`config.mk`:
```
export PLATFORM = sky130hd
export DESIGN_NAME = cpu_bus_cycle_sizing
export DESIGN_NICKNAME = d
export VERILOG_FILES = /design/src/rtl/bus_sizing_pkg.sv /design/src/rtl/cpu_bus_cycle_sizing.sv /design/src/rtl/lane_parity_check.sv
export SDC_FILE = /design/constraint.sdc
export NUM_CORES = 1
export LEC_CHECK = 0
export ABC_AREA = 1
export BUFFER_PORTS_ARGS = -buffer_cell sky130_fd_sc_hd__buf_2
export CAP_MARGIN = 20
export CORE_MARGIN = 3
export CORE_UTILIZATION = 45
export DETAILED_ROUTE_END_ITERATION = 8
export PLACE_DENSITY_LB_ADDON = 0.25
export SLEW_MARGIN = 30
export SYNTH_ARGS = -nofsm -noshare
export SYNTH_HDL_FRONTEND = slang
export SYNTH_SLANG_ARGS = --single-unit
export TNS_END_PERCENT = 30
```
`constraint.sdc`:
```
create_clock -name clk -period 3.85 [get_ports clk]
set_input_delay 1.155 -clock clk [delete_from_list [all_inputs] [get_ports clk]]
set_output_delay 1.155 -clock clk [all_outputs]
set_load 0.1 [all_outputs]
```
`src/rtl/bus_sizing_pkg.sv`:
```
package bus_sizing_pkg;

  // ----------------------------------------------------------------
  // sequencer states
  // ----------------------------------------------------------------
  typedef enum logic [2:0] {
    ST_IDLE  = 3'b001,
    ST_START = 3'b010,
    ST_WAIT  = 3'b100
  } bus_state_t;

  // ----------------------------------------------------------------
  // geometry and reset values
  // ----------------------------------------------------------------
  localparam int unsigned BYTE_LANES = 4;
  localparam int unsigned LINE_WORDS = 4;
  localparam logic [1:0] LINE_LAST_WORD = 2'h3;
  localparam logic [3:0] ALL_LANES = 4'hF;
  localparam logic [3:0] NO_LANES = 4'h0;
  localparam logic [3:0] LOW_HALF = 4'h3;
  localparam logic [3:0] HIGH_HALF = 4'hC;
  localparam logic [7:0] ONE_BYTE_MASK = 8'h01;
  localparam logic [31:0] DATA_RESET = 32'h0000_0000;
  localparam logic [63:0] BUF_RESET = 64'h0000_0000_0000_0000;
  localparam logic [29:0] ADDR_RESET = 30'h0000_0000;
  localparam logic [29:0] WORD_STEP = 30'h0000_0001;
  localparam logic [1:0] FILL_STEP = 2'h1;

endpackage

```
`src/rtl/cpu_bus_cycle_sizing.sv`:
```
// Functional notes
// - narrow width during a line fill: as many 8/16-bit cycles as needed, up to 16
// - later fill cycles present lane enables for the bytes still needed
// - operand crossing a word on full bus: split, highest-order portion first
// - offsets 01/10/11: high part cycle then low part cycle
// - narrow width forcing extra cycles: low-order bytes or halves go first
// - 4-byte read at 16-bit width: low two bytes, then high two
// - 3-byte piece at 16-bit width: low half, upper byte, then remaining low byte; here two cycles: needed low-half lanes, then needed high-half lanes
// - 8-bit width: one byte per cycle, lowest byte first
// - every cycle is two clocks or more: strobe first clock, ready last
// - strobe asserted in the first clock with address and definition valid
// - ready sampled from the second clock on; ignored in the first
// - final-transfer flag low in the last cycle of a transfer
// - parity status driven one clock after a read ends; no internal action
`timescale 1ns/1ps
`default_nettype none

module cpu_bus_cycle_sizing (
  input wire logic clk,
  input wire logic reset_n,
  // user side
  input wire logic reqValid,
  output logic reqReady,
  input wire logic reqWrite,
  input wire logic reqFill,
  input wire logic [31:0] reqAddr,
  input wire logic [2:0] reqSize,
  input wire logic [31:0] reqWriteData,
  output logic doneValid,
  output logic [31:0] doneData,
  // bus side
  output logic [29:0] wordAddr,
  output logic [3:0] byte_lane_enables_n,
  output logic cycle_start_strobe_n,
  output logic writeRead,
  output logic [31:0] dataOut,
  output logic dataOutEnN,
  input wire logic [31:0] dataIn,
  input wire logic [3:0] parityIn,
  input wire logic readyN,
  input wire logic burst_ready_n,
  input wire logic byte_width_request_n,
  input wire logic halfword_width_request_n,
  output logic final_transfer_flag_n,
  output logic parity_status_out_n
);

  // ----------------------------------------------------------------
  // lane selection for the present width
  // ----------------------------------------------------------------
  // lanes moved by one cycle; the low-order piece of what is left goes first
  function automatic logic [3:0] lanesTaken(input logic [3:0] need, input logic bs8n,
                                            input logic bs16n);
    logic [3:0] taken;
    taken = need;
    if (!bs8n) begin
      taken = need & (~need + 4'h1);
    end else if (!bs16n) begin
      taken = (|(need & bus_sizing_pkg::LOW_HALF)) ? (need & bus_sizing_pkg::LOW_HALF) :
              (need & bus_sizing_pkg::HIGH_HALF);
    end
    return taken;
  endfunction

  // ----------------------------------------------------------------
  // state
  // ----------------------------------------------------------------
  bus_sizing_pkg::bus_state_t state_reg, state_next;
  logic [29:0] wordAddr_reg, wordAddr_next;
  logic [3:0] need_reg, need_next;
  logic [3:0] pendLow_reg, pendLow_next;
  logic [1:0] fillLeft_reg, fillLeft_next;
  logic upperWord_reg, upperWord_next;
  logic write_reg, write_next;
  logic fill_reg, fill_next;
  logic [1:0] offset_reg, offset_next;
  logic [31:0] wdataHi_reg, wdataHi_next;
  logic [31:0] wdataLo_reg, wdataLo_next;
  logic [63:0] rbuf_reg, rbuf_next;
  logic doneValid_reg, doneValid_next;
  logic [31:0] doneData_reg, doneData_next;
  logic pchkArm_reg, pchkArm_next;
  logic pchkErr_reg;

  logic ready;
  logic [3:0] taken;
  logic [3:0] remain;
  logic lastPiece;
  logic parityErr;
  logic [7:0] opMask;
  logic [63:0] wideData;
  logic [63:0] shiftedBuf;

  // any ready term closes a simple cycle; burst ready acts as plain ready here
  assign ready = !readyN || !burst_ready_n;
  assign taken = lanesTaken(need_reg, byte_width_request_n, halfword_width_request_n);
  assign remain = need_reg & ~taken;
  assign lastPiece = (remain == bus_sizing_pkg::NO_LANES) &&
                     (pendLow_reg == bus_sizing_pkg::NO_LANES) &&
                     (fillLeft_reg == 2'h0);
  assign opMask = 8'((ONE_MASK(reqSize) - bus_sizing_pkg::ONE_BYTE_MASK) << reqAddr[1:0]);
  assign wideData = {32'h0000_0000, reqWriteData} << {reqAddr[1:0], 3'b000};

  function automatic logic [7:0] ONE_MASK(input logic [2:0] size);
    return 8'(bus_sizing_pkg::ONE_BYTE_MASK << size);
  endfunction

  lane_parity_check #(
    .LANES(bus_sizing_pkg::BYTE_LANES)
  ) u_parity (
    .data(dataIn),
    .parity(parityIn),
    .laneMask(taken),
    .error(parityErr)
  );

  // ----------------------------------------------------------------
  // next-state logic
  // ----------------------------------------------------------------
  always_comb begin
    state_next = state_reg;
    wordAddr_next = wordAddr_reg;
    need_next = need_reg;
    pendLow_next = pendLow_reg;
    fillLeft_next = fillLeft_reg;
    upperWord_next = upperWord_reg;
    write_next = write_reg;
    fill_next = fill_reg;
    offset_next = offset_reg;
    wdataHi_next = wdataHi_reg;
    wdataLo_next = wdataLo_reg;
    rbuf_next = rbuf_reg;
    doneValid_next = 1'b0;
    doneData_next = doneData_reg;
    pchkArm_next = 1'b0;
    shiftedBuf = BUF_ZERO();
    unique case (state_reg)
      bus_sizing_pkg::ST_IDLE: begin
        if (reqValid) begin
          state_next = bus_sizing_pkg::ST_START;
          write_next = reqWrite && !reqFill;
          fill_next = reqFill;
          offset_next = reqAddr[1:0];
          wdataHi_next = wideData[63:32];
          wdataLo_next = wideData[31:0];
          rbuf_next = bus_sizing_pkg::BUF_RESET;
          if (reqFill) begin
            wordAddr_next = {reqAddr[31:4], 2'b00};
            need_next = bus_sizing_pkg::ALL_LANES;
            pendLow_next = bus_sizing_pkg::NO_LANES;
            fillLeft_next = bus_sizing_pkg::LINE_LAST_WORD;
            upperWord_next = 1'b0;
          end else if (opMask[7:4] != bus_sizing_pkg::NO_LANES) begin
            // word-crossing operand: upper word goes out first
            wordAddr_next = reqAddr[31:2] + bus_sizing_pkg::WORD_STEP;
            need_next = opMask[7:4];
            pendLow_next = opMask[3:0];
            fillLeft_next = 2'h0;
            upperWord_next = 1'b1;
          end else begin
            wordAddr_next = reqAddr[31:2];
            need_next = opMask[3:0];
            pendLow_next = bus_sizing_pkg::NO_LANES;
            fillLeft_next = 2'h0;
            upperWord_next = 1'b0;
          end
        end
      end
      bus_sizing_pkg::ST_START: begin
        // ready is not looked at in the first clock
        state_next = bus_sizing_pkg::ST_WAIT;
      end
      bus_sizing_pkg::ST_WAIT: begin
        if (ready) begin
          for (int i = 0; i < 4; i++) begin
            if (taken[i]) begin
              rbuf_next[(upperWord_reg ? 32 : 0) + 8*i +: 8] = dataIn[8*i +: 8];
            end
          end
          pchkArm_next = !write_reg;
          if (remain != bus_sizing_pkg::NO_LANES) begin
            need_next = remain;
            state_next = bus_sizing_pkg::ST_START;
          end else if (pendLow_reg != bus_sizing_pkg::NO_LANES) begin
            need_next = pendLow_reg;
            pendLow_next = bus_sizing_pkg::NO_LANES;
            wordAddr_next = wordAddr_reg - bus_sizing_pkg::WORD_STEP;
            upperWord_next = 1'b0;
            state_next = bus_sizing_pkg::ST_START;
          end else begin
            if (fill_reg) begin
              // each finished line word is handed over on its own
              doneData_next = rbuf_next[31:0];
            end else begin
              shiftedBuf = rbuf_next >> {offset_reg, 3'b000};
              doneData_next = write_reg ? doneData_reg : shiftedBuf[31:0];
            end
            doneValid_next = 1'b1;
            if (fillLeft_reg != 2'h0) begin
              fillLeft_next = fillLeft_reg - bus_sizing_pkg::FILL_STEP;
              wordAddr_next = wordAddr_reg + bus_sizing_pkg::WORD_STEP;
              need_next = bus_sizing_pkg::ALL_LANES;
              rbuf_next = bus_sizing_pkg::BUF_RESET;
              state_next = bus_sizing_pkg::ST_START;
            end else begin
              need_next = bus_sizing_pkg::NO_LANES;
              state_next = bus_sizing_pkg::ST_IDLE;
            end
          end
        end
      end
    endcase
  end

  function automatic logic [63:0] BUF_ZERO();
    return bus_sizing_pkg::BUF_RESET;
  endfunction

  // ----------------------------------------------------------------
  // registers
  // ----------------------------------------------------------------
  always_ff @(posedge clk) begin
    if (!reset_n) begin
      state_reg <= bus_sizing_pkg::ST_IDLE;
      wordAddr_reg <= bus_sizing_pkg::ADDR_RESET;
      need_reg <= bus_sizing_pkg::NO_LANES;
      pendLow_reg <= bus_sizing_pkg::NO_LANES;
      fillLeft_reg <= 2'h0;
      upperWord_reg <= 1'b0;
      write_reg <= 1'b0;
      fill_reg <= 1'b0;
      offset_reg <= 2'h0;
      wdataHi_reg <= bus_sizing_pkg::DATA_RESET;
      wdataLo_reg <= bus_sizing_pkg::DATA_RESET;
      rbuf_reg <= bus_sizing_pkg::BUF_RESET;
      doneValid_reg <= 1'b0;
      doneData_reg <= bus_sizing_pkg::DATA_RESET;
      pchkArm_reg <= 1'b0;
      pchkErr_reg <= 1'b0;
    end else begin
      state_reg <= state_next;
      wordAddr_reg <= wordAddr_next;
      need_reg <= need_next;
      pendLow_reg <= pendLow_next;
      fillLeft_reg <= fillLeft_next;
      upperWord_reg <= upperWord_next;
      write_reg <= write_next;
      fill_reg <= fill_next;
      offset_reg <= offset_next;
      wdataHi_reg <= wdataHi_next;
      wdataLo_reg <= wdataLo_next;
      rbuf_reg <= rbuf_next;
      doneValid_reg <= doneValid_next;
      doneData_reg <= doneData_next;
      pchkArm_reg <= pchkArm_next;
      pchkErr_reg <= pchkArm_next && parityErr;
    end
  end

  // ----------------------------------------------------------------
  // outputs
  // ----------------------------------------------------------------
  assign reqReady = (state_reg == bus_sizing_pkg::ST_IDLE);
  assign doneValid = doneValid_reg;
  assign doneData = doneData_reg;
  assign wordAddr = wordAddr_reg;
  assign byte_lane_enables_n = ~need_reg;
  assign cycle_start_strobe_n = (state_reg != bus_sizing_pkg::ST_START);
  assign writeRead = write_reg;
  assign dataOut = upperWord_reg ? wdataHi_reg : wdataLo_reg;
  assign dataOutEnN = !(write_reg && (state_reg != bus_sizing_pkg::ST_IDLE));
  // flag is not valid in the first clock, so it is held high there
  assign final_transfer_flag_n = !((state_reg == bus_sizing_pkg::ST_WAIT) && lastPiece);
  // status only leaves the block; nothing inside reacts to it
  assign parity_status_out_n = !(pchkArm_reg && pchkErr_reg);

endmodule

`default_nettype wire

```
`src/rtl/lane_parity_check.sv`:
```
`timescale 1ns/1ps
`default_nettype none

// even parity per byte lane; only lanes in laneMask can report an error
module lane_parity_check #(
  parameter int unsigned LANES = 4
) (
  input wire logic [8*LANES-1:0] data,
  input wire logic [LANES-1:0] parity,
  input wire logic [LANES-1:0] laneMask,
  output logic error
);

  logic [LANES-1:0] laneBad;

  // ----------------------------------------------------------------
  // per-lane check
  // ----------------------------------------------------------------
  genvar i;
  generate
    for (i = 0; i < LANES; i++) begin : g_lane
      assign laneBad[i] = laneMask[i] & ((^data[8*i +: 8]) ^ parity[i]);
    end
  endgenerate

  assign error = |laneBad;

endmodule

`default_nettype wire

```
---- After elaboration in Yosys (flattened, before gate mapping) ----
Cells that the tools add are included.
storage, ports and cells
  output and inout port bits .............. 105
  word-level logic and storage cells ...... 183
  flip-flop bits (word level) ............. 211
cells by class
  reductions and logical operators ........ 37
  $add $sub $neg .......................... 13
  bitwise logic cells ..................... 17
  shifts and indexed selects .............. 12
  muxes and demuxes ....................... 75
  equality and inequality tests ........... 13
operators by type and width
  kind                                                   number
  two-way mux 64 bit                                     17
  bitwise mux 64 bit                                     4
  variable shift 8 x 33 -> 64 bit, first input constant  4
  variable part select 8 x 33 -> 64 bit                  4
  two-way mux 30 bit                                     7
  one-hot mux 64 bit (2 select lines)                    1
  negator 32 -> 33 bit                                   3
  two-way mux 32 bit                                     3
  two-way mux 4 bit                                      16
  << shifter 32 x 5 -> 64 bit                            1
  right shift 64 x 5 -> 32 bit                           1
  adder 30 x 1 -> 30 bit, second input constant          2
  one-hot mux 30 bit (2 select lines)                    1
  negator 7 -> 33 bit                                    1
  adder 32 x 5 -> 32 bit, second input constant          1
  adder 32 x 6 -> 32 bit, second input constant          1
  parity 8 bit                                           4
  subtractor 30 x 1 -> 30 bit, second input constant     1
  two-way mux 2 bit                                      9
  one-hot mux 4 bit (2 select lines)                     2
  AND reduction 5 bit                                    3
  != test 2 bit, second input constant                   6
  nonzero test 4 bit                                     3
  two-way mux 1 bit                                      9
  other kinds (34)                                       63

---- Depth between registers and ports, before layout ----
  word-level depth ........................ 24
  gate-level depth with buffers ........... 22
  mapped depth without buffers ............ 20

---- Hierarchy ----
Synthesis repeated with hierarchy kept, for this count alone.
unflattened totals
  cells, all modules ...................... 2,141
  area total of the unflattened synthesis .. 13,594.3 um^2
by module, submodules not included
  module                area an instance (um^2)  instances  sequential area each (um^2)  cells an instance
  cpu_bus_cycle_sizing  12,987.5                 1          3,903.7                      2,008
  lane_parity_check     606.8                    1          0.0                          133

---- Worst setup path before layout ----
Ideal clock, no wire load.
  path type ............................... reg2out
  start point ............................. register state_reg[0]
  end point ............................... output port dataOutEnN
  arrival time ............................ 2.486 ns
  stages on the path, launching flop included .. 5
  slack ................................... 0.209 ns
  path buffers ............................ 0
  cell sequence ........................... dfxtp_1 > inv_1 > nor3_2 > inv_2 > nand2_1
on the way
  longest elaborated chain between the ends .. 3
ends and longest elaborated chain
  what                    line                         text
  from (decl)             cpu_bus_cycle_sizing.sv:68   bus_sizing_pkg::bus_state_t state_reg, state_next;
  from (signal assigned)  cpu_bus_cycle_sizing.sv:224  state_reg <= bus_sizing_pkg::ST_IDLE;
  from (signal assigned)  cpu_bus_cycle_sizing.sv:241  state_reg <= state_next;
  != test 3 x 1 -> 1 bit  cpu_bus_cycle_sizing.sv:271  assign dataOutEnN = !(write_reg && (state_reg != bus_sizing_pkg::ST_IDLE));
  logical AND 1 bit       cpu_bus_cycle_sizing.sv:271
  zero test 1 bit         cpu_bus_cycle_sizing.sv:271
  to (decl)               cpu_bus_cycle_sizing.sv:37   output logic dataOutEnN,
No other way between the ends.

---- Final worst setup path ----
  start point ............................. input port byte_width_request_n
  end point ............................... output port final_transfer_flag_n
on the way
  longest elaborated chain between the ends .. 8
ends and longest elaborated chain
  what               line                         text
  from (decl)        cpu_bus_cycle_sizing.sv:42   input wire logic byte_width_request_n,
  two-way mux 4 bit  cpu_bus_cycle_sizing.sv:56   if (!bs8n) begin
  NOT 4 bit          cpu_bus_cycle_sizing.sv:97   assign remain = need_reg & ~taken;
  AND 4 bit          cpu_bus_cycle_sizing.sv:97
  zero test 4 bit    cpu_bus_cycle_sizing.sv:98   assign lastPiece = (remain == bus_sizing_pkg::NO_LANES) &&
  logical AND 1 bit  cpu_bus_cycle_sizing.sv:98
  logical AND 1 bit  cpu_bus_cycle_sizing.sv:99   (pendLow_reg == bus_sizing_pkg::NO_LANES) &&
  logical AND 1 bit  cpu_bus_cycle_sizing.sv:273  assign final_transfer_flag_n = !((state_reg == bus_sizing_pkg::ST_WAIT) && lastPiece);
  zero test 1 bit    cpu_bus_cycle_sizing.sv:273
  to (decl)          cpu_bus_cycle_sizing.sv:44   output logic final_transfer_flag_n,
No other way between the ends.

==> results.json <==
{
  "design.die.area_mm2": 0.03160,
  "post-cts-setup-buffer-count": 0,
  "ys.flop_type": "dfxtp_1",
  "synth_top_area_cell": "dfxtp_1",
  "crit_required_ps": 2690,
  "insertion_delay_ps": 460,
  "vdd_drop_max_mv": 0.3388,
  "reg2reg_depth": 17,
  "hold_path_end": "rbuf_reg[29]$_SDFFE_PN0P_",
  "cp.arrival_ps": 2420,
  "period_needed_ps": 3575,
  "worst_pin_slew_ps": 943.2,
  "vias": 14850,
  "drc_errors": 0,
  "power_leakage_uw": 0.007141,
  "drv_slew": 0,
  "clk_pin_slew_ps": 80,
  "track_usage": 0.2850,
  "cts_root_buf": "clkbuf_16",
  "avgViaCountPerCell": 5.626,
  "crit_type": "in -> out",
  "final_area_mm2": 0.01523,
  "rsz0062_at_grt": "false",
  "fin_skew_ps": 15.64,
  "grt_max_degree": 62,
  "relSlewSlack": 0.3705,
  "avgSynthCellArea_um2": 6.338,
  "end_kind": "primary output",
  "post_drt_wl_per_cell_um": 17.53,
  "final-setup-viol-count": 0,
  "htreeDepth": 4,
  "grt_pass1_vias": 13270,
  "max_freq_mhz": 279.7,
  "io_buffers": 216,
  "syn_inst": 2095,
  "power_density_mw_per_mm2": 403.9,
  "core_mm2": 0.02886,
  "cts_resized": 0,
  "synthAdderAreaFrac": 0.03072,
  "dr.pass1.iters": 5,
  "die_w_um": 177.8,
  "min_from": "rbuf_reg[29]$_SDFFE_PN0P_",
  "worstHoldPathCells": 2,
  "synth_top_area_frac": 0.2940,
  "synthArstFlopShare": 0,
  "synth_area_leaders": "dfxtp_1, nand2_1, o21ai_0",
  "status": "finished clean",
  "largest_register_ffs": 56,
  "drv_cap": 0,
  "rr_startpoint": "pendLow_reg[3]$_SDFFE_PN0P_",
  "synth_cell_types": 50,
  "yosys_warnings": 0,
  "cp-start-kind": "input port",
  "start_util": 0.4601,
  "gp_congestion": 0.9453,
  "synth-seq-cells": 195,
  "synth_enable_flop_cells": 0,
  "area_growth_syn_to_layout_pct": 14.74,
  "hold_violations": 0,
  "place_area_mm2": 0.01460,
  "finalWirelength_um": 46250,
  "fillers": 2944,
  "antenna_found_initial": 5,
  "tns_ps": 0,
  "cts.path.max_buffers": 2,
  "reg2reg_to": "wordAddr[15]$_SDFFE_PN0P_",
  "synth_compound_area_frac": 0.2552,
  "antenna_left": 0,
  "first_iter_violations": 1682,
  "netlist_area_mm2": 0.01328,
  "rows": 62,
  "numCtsBuffers": 17,
  "synth_mux_area_frac": 0.02120,
  "grt_pass1_wl_um": 71940,
  "synth_xor_area_frac": 0.03430,
  "synth_simple_gate_area_share": 0.2677,
  "worst_slack_ps": 274.6,
  "hold_class": "reg -> reg",
  "cts.sinks": 195,
  "grt_overflow_total": 0,
  "synth_fp_nets": 2239,
  "dpl.hpwl_um": 33690,
  "post-place-ws_ps": 324.4,
  "fin_crit_sh": 0.9287,
  "io_pins": 217,
  "yosysSeqAreaShare": 0.2940,
  "finalNetCount": 2384,
  "die_h_um": 177.8,
  "cts_tree": "done",
  "ff2ff_setup_slack_ps": 330,
  "crit_fanout": 5,
  "hold_slack_ps": 462.4,
  "synth_top_family_by_area": "simple AND/OR/NAND/NOR gates",
  "holdBufCountCts": 0,
  "drive_gt1_frac": 0.1429
}
-- synth_stat cells (2+ instances only) --
library cell  number
mux2i_1           27
o21ai_1            7
o21bai_1          12
nand3_1          108
clkbuf_1          84
buf_2             22
nor3_1            18
nand3_2            3
o211a_1            8
inv_2              8
xor2_1            17
a211oi_1          18
o21ai_0          280
nand2_2            8
a21oi_1          233
a21oi_2            2
clkinv_1           3
ha_1              31
a21o_1             4
nand3b_1           4
nor2_4             5
inv_1            189
a2bb2oi_1          8
nand2_1          505
o21a_1             3
xnor2_1           35
nor3_2             2
nand4_1           22
o211ai_1          21
buf_1             10
a31oi_1           18
buf_6              5
nor2_1           156
nor2_2             4
dfxtp_1          195
nor4_1             5
o22ai_1            2
-- power by group --
group,internal [uW],switching (uW),total (uW)
clock network,950,957,1910
logic,503,1490,1990
registers,2160,93.6,2250
total,3610,2540,6150
-- area by class of cell --
cell class / count / area [um^2] / area share
tap: 384 / 480.5 / 0.03154
clock inverter: 15 / 200.2 / 0.01314
antenna: 2 / 5.005 / 0.0003285
sequential: 195 / 3904 / 0.2562
inverter: 201 / 759.5 / 0.04985
timing repair buffer: 248 / 1364 / 0.08952
clock buffer: 17 / 425.4 / 0.02792
multi-input combinational: 1577 / 8097 / 0.5315
-- cells by family after synthesis --
group / count (synthesis)
AND/OR/NAND/NOR: 844
multiplexers: 28
flip-flops: 195
adder cells (fa/ha/maj): 32
AO/OA/AOI/OAI: 621
buffers and inverters: 323
XOR/XNOR: 52
-- worst max-delay path by stage --
stage | start | end | depth (start not counted)
after floorplan | state_reg[0]$_SDFFE_PN1P_ | dataOutEnN | 4
after global placement | byte_width_request_n | final_transfer_flag_n | 9
after detailed placement | byte_width_request_n | final_transfer_flag_n | 9
after CTS | byte_width_request_n | final_transfer_flag_n | 9
after global routing | pendLow_reg[3]$_SDFFE_PN0P_ | wordAddr[15]$_SDFFE_PN0P_ | 17
final | byte_width_request_n | final_transfer_flag_n | 9
-- layer usage --
| layer | part of all wire | GRT usage | routed length (um) |
|---|---|---|---|
| met5 | 0.00084 | 0 | 39 |
| met4 | 0.023 | 0.07952 | 1049 |
| met3 | 0.094 | 0.06162 | 4354 |
| met2 | 0.43 | 0.4247 | 19790 |
| met1 | 0.45 | 0.4131 | 21020 |
-- worst max-delay path: stages --
cell and delay, ps:
buf_2 160, nand2_1 100, o21ai_2 120, o211ai_4 140, nand2_1 110, nand3_2 140
nor2_1 190, inv_1 110, buf_12 180
-- cells in the final DEF (no fill, tap or decap), drive strengths merged, types with 18 or more instances in the layout --
cell type / count
a211oi: 18
buf: 248
nand4: 22
nor3: 21
o21ai: 288
xnor2: 35
nand2: 513
ha: 31
dfxtp: 195
mux2i: 27
a31oi: 18
nand3: 112
a21oi: 235
nor2: 165
inv: 206
o211ai: 22
-- through the flow --
step / total power [uW] / std cells / util
finish: 6153 / 2639 / 0.5279
global route: 6439 / 2638 / 0.5278
CTS: 6160 / 2637 / 0.5277
detailed placement: 4256 / 2605 / 0.5061
global placement: 4235 / 2605 / 0.5061
floorplan: 3745 / 2095 / -
Power figures use the tool's default switching activity.
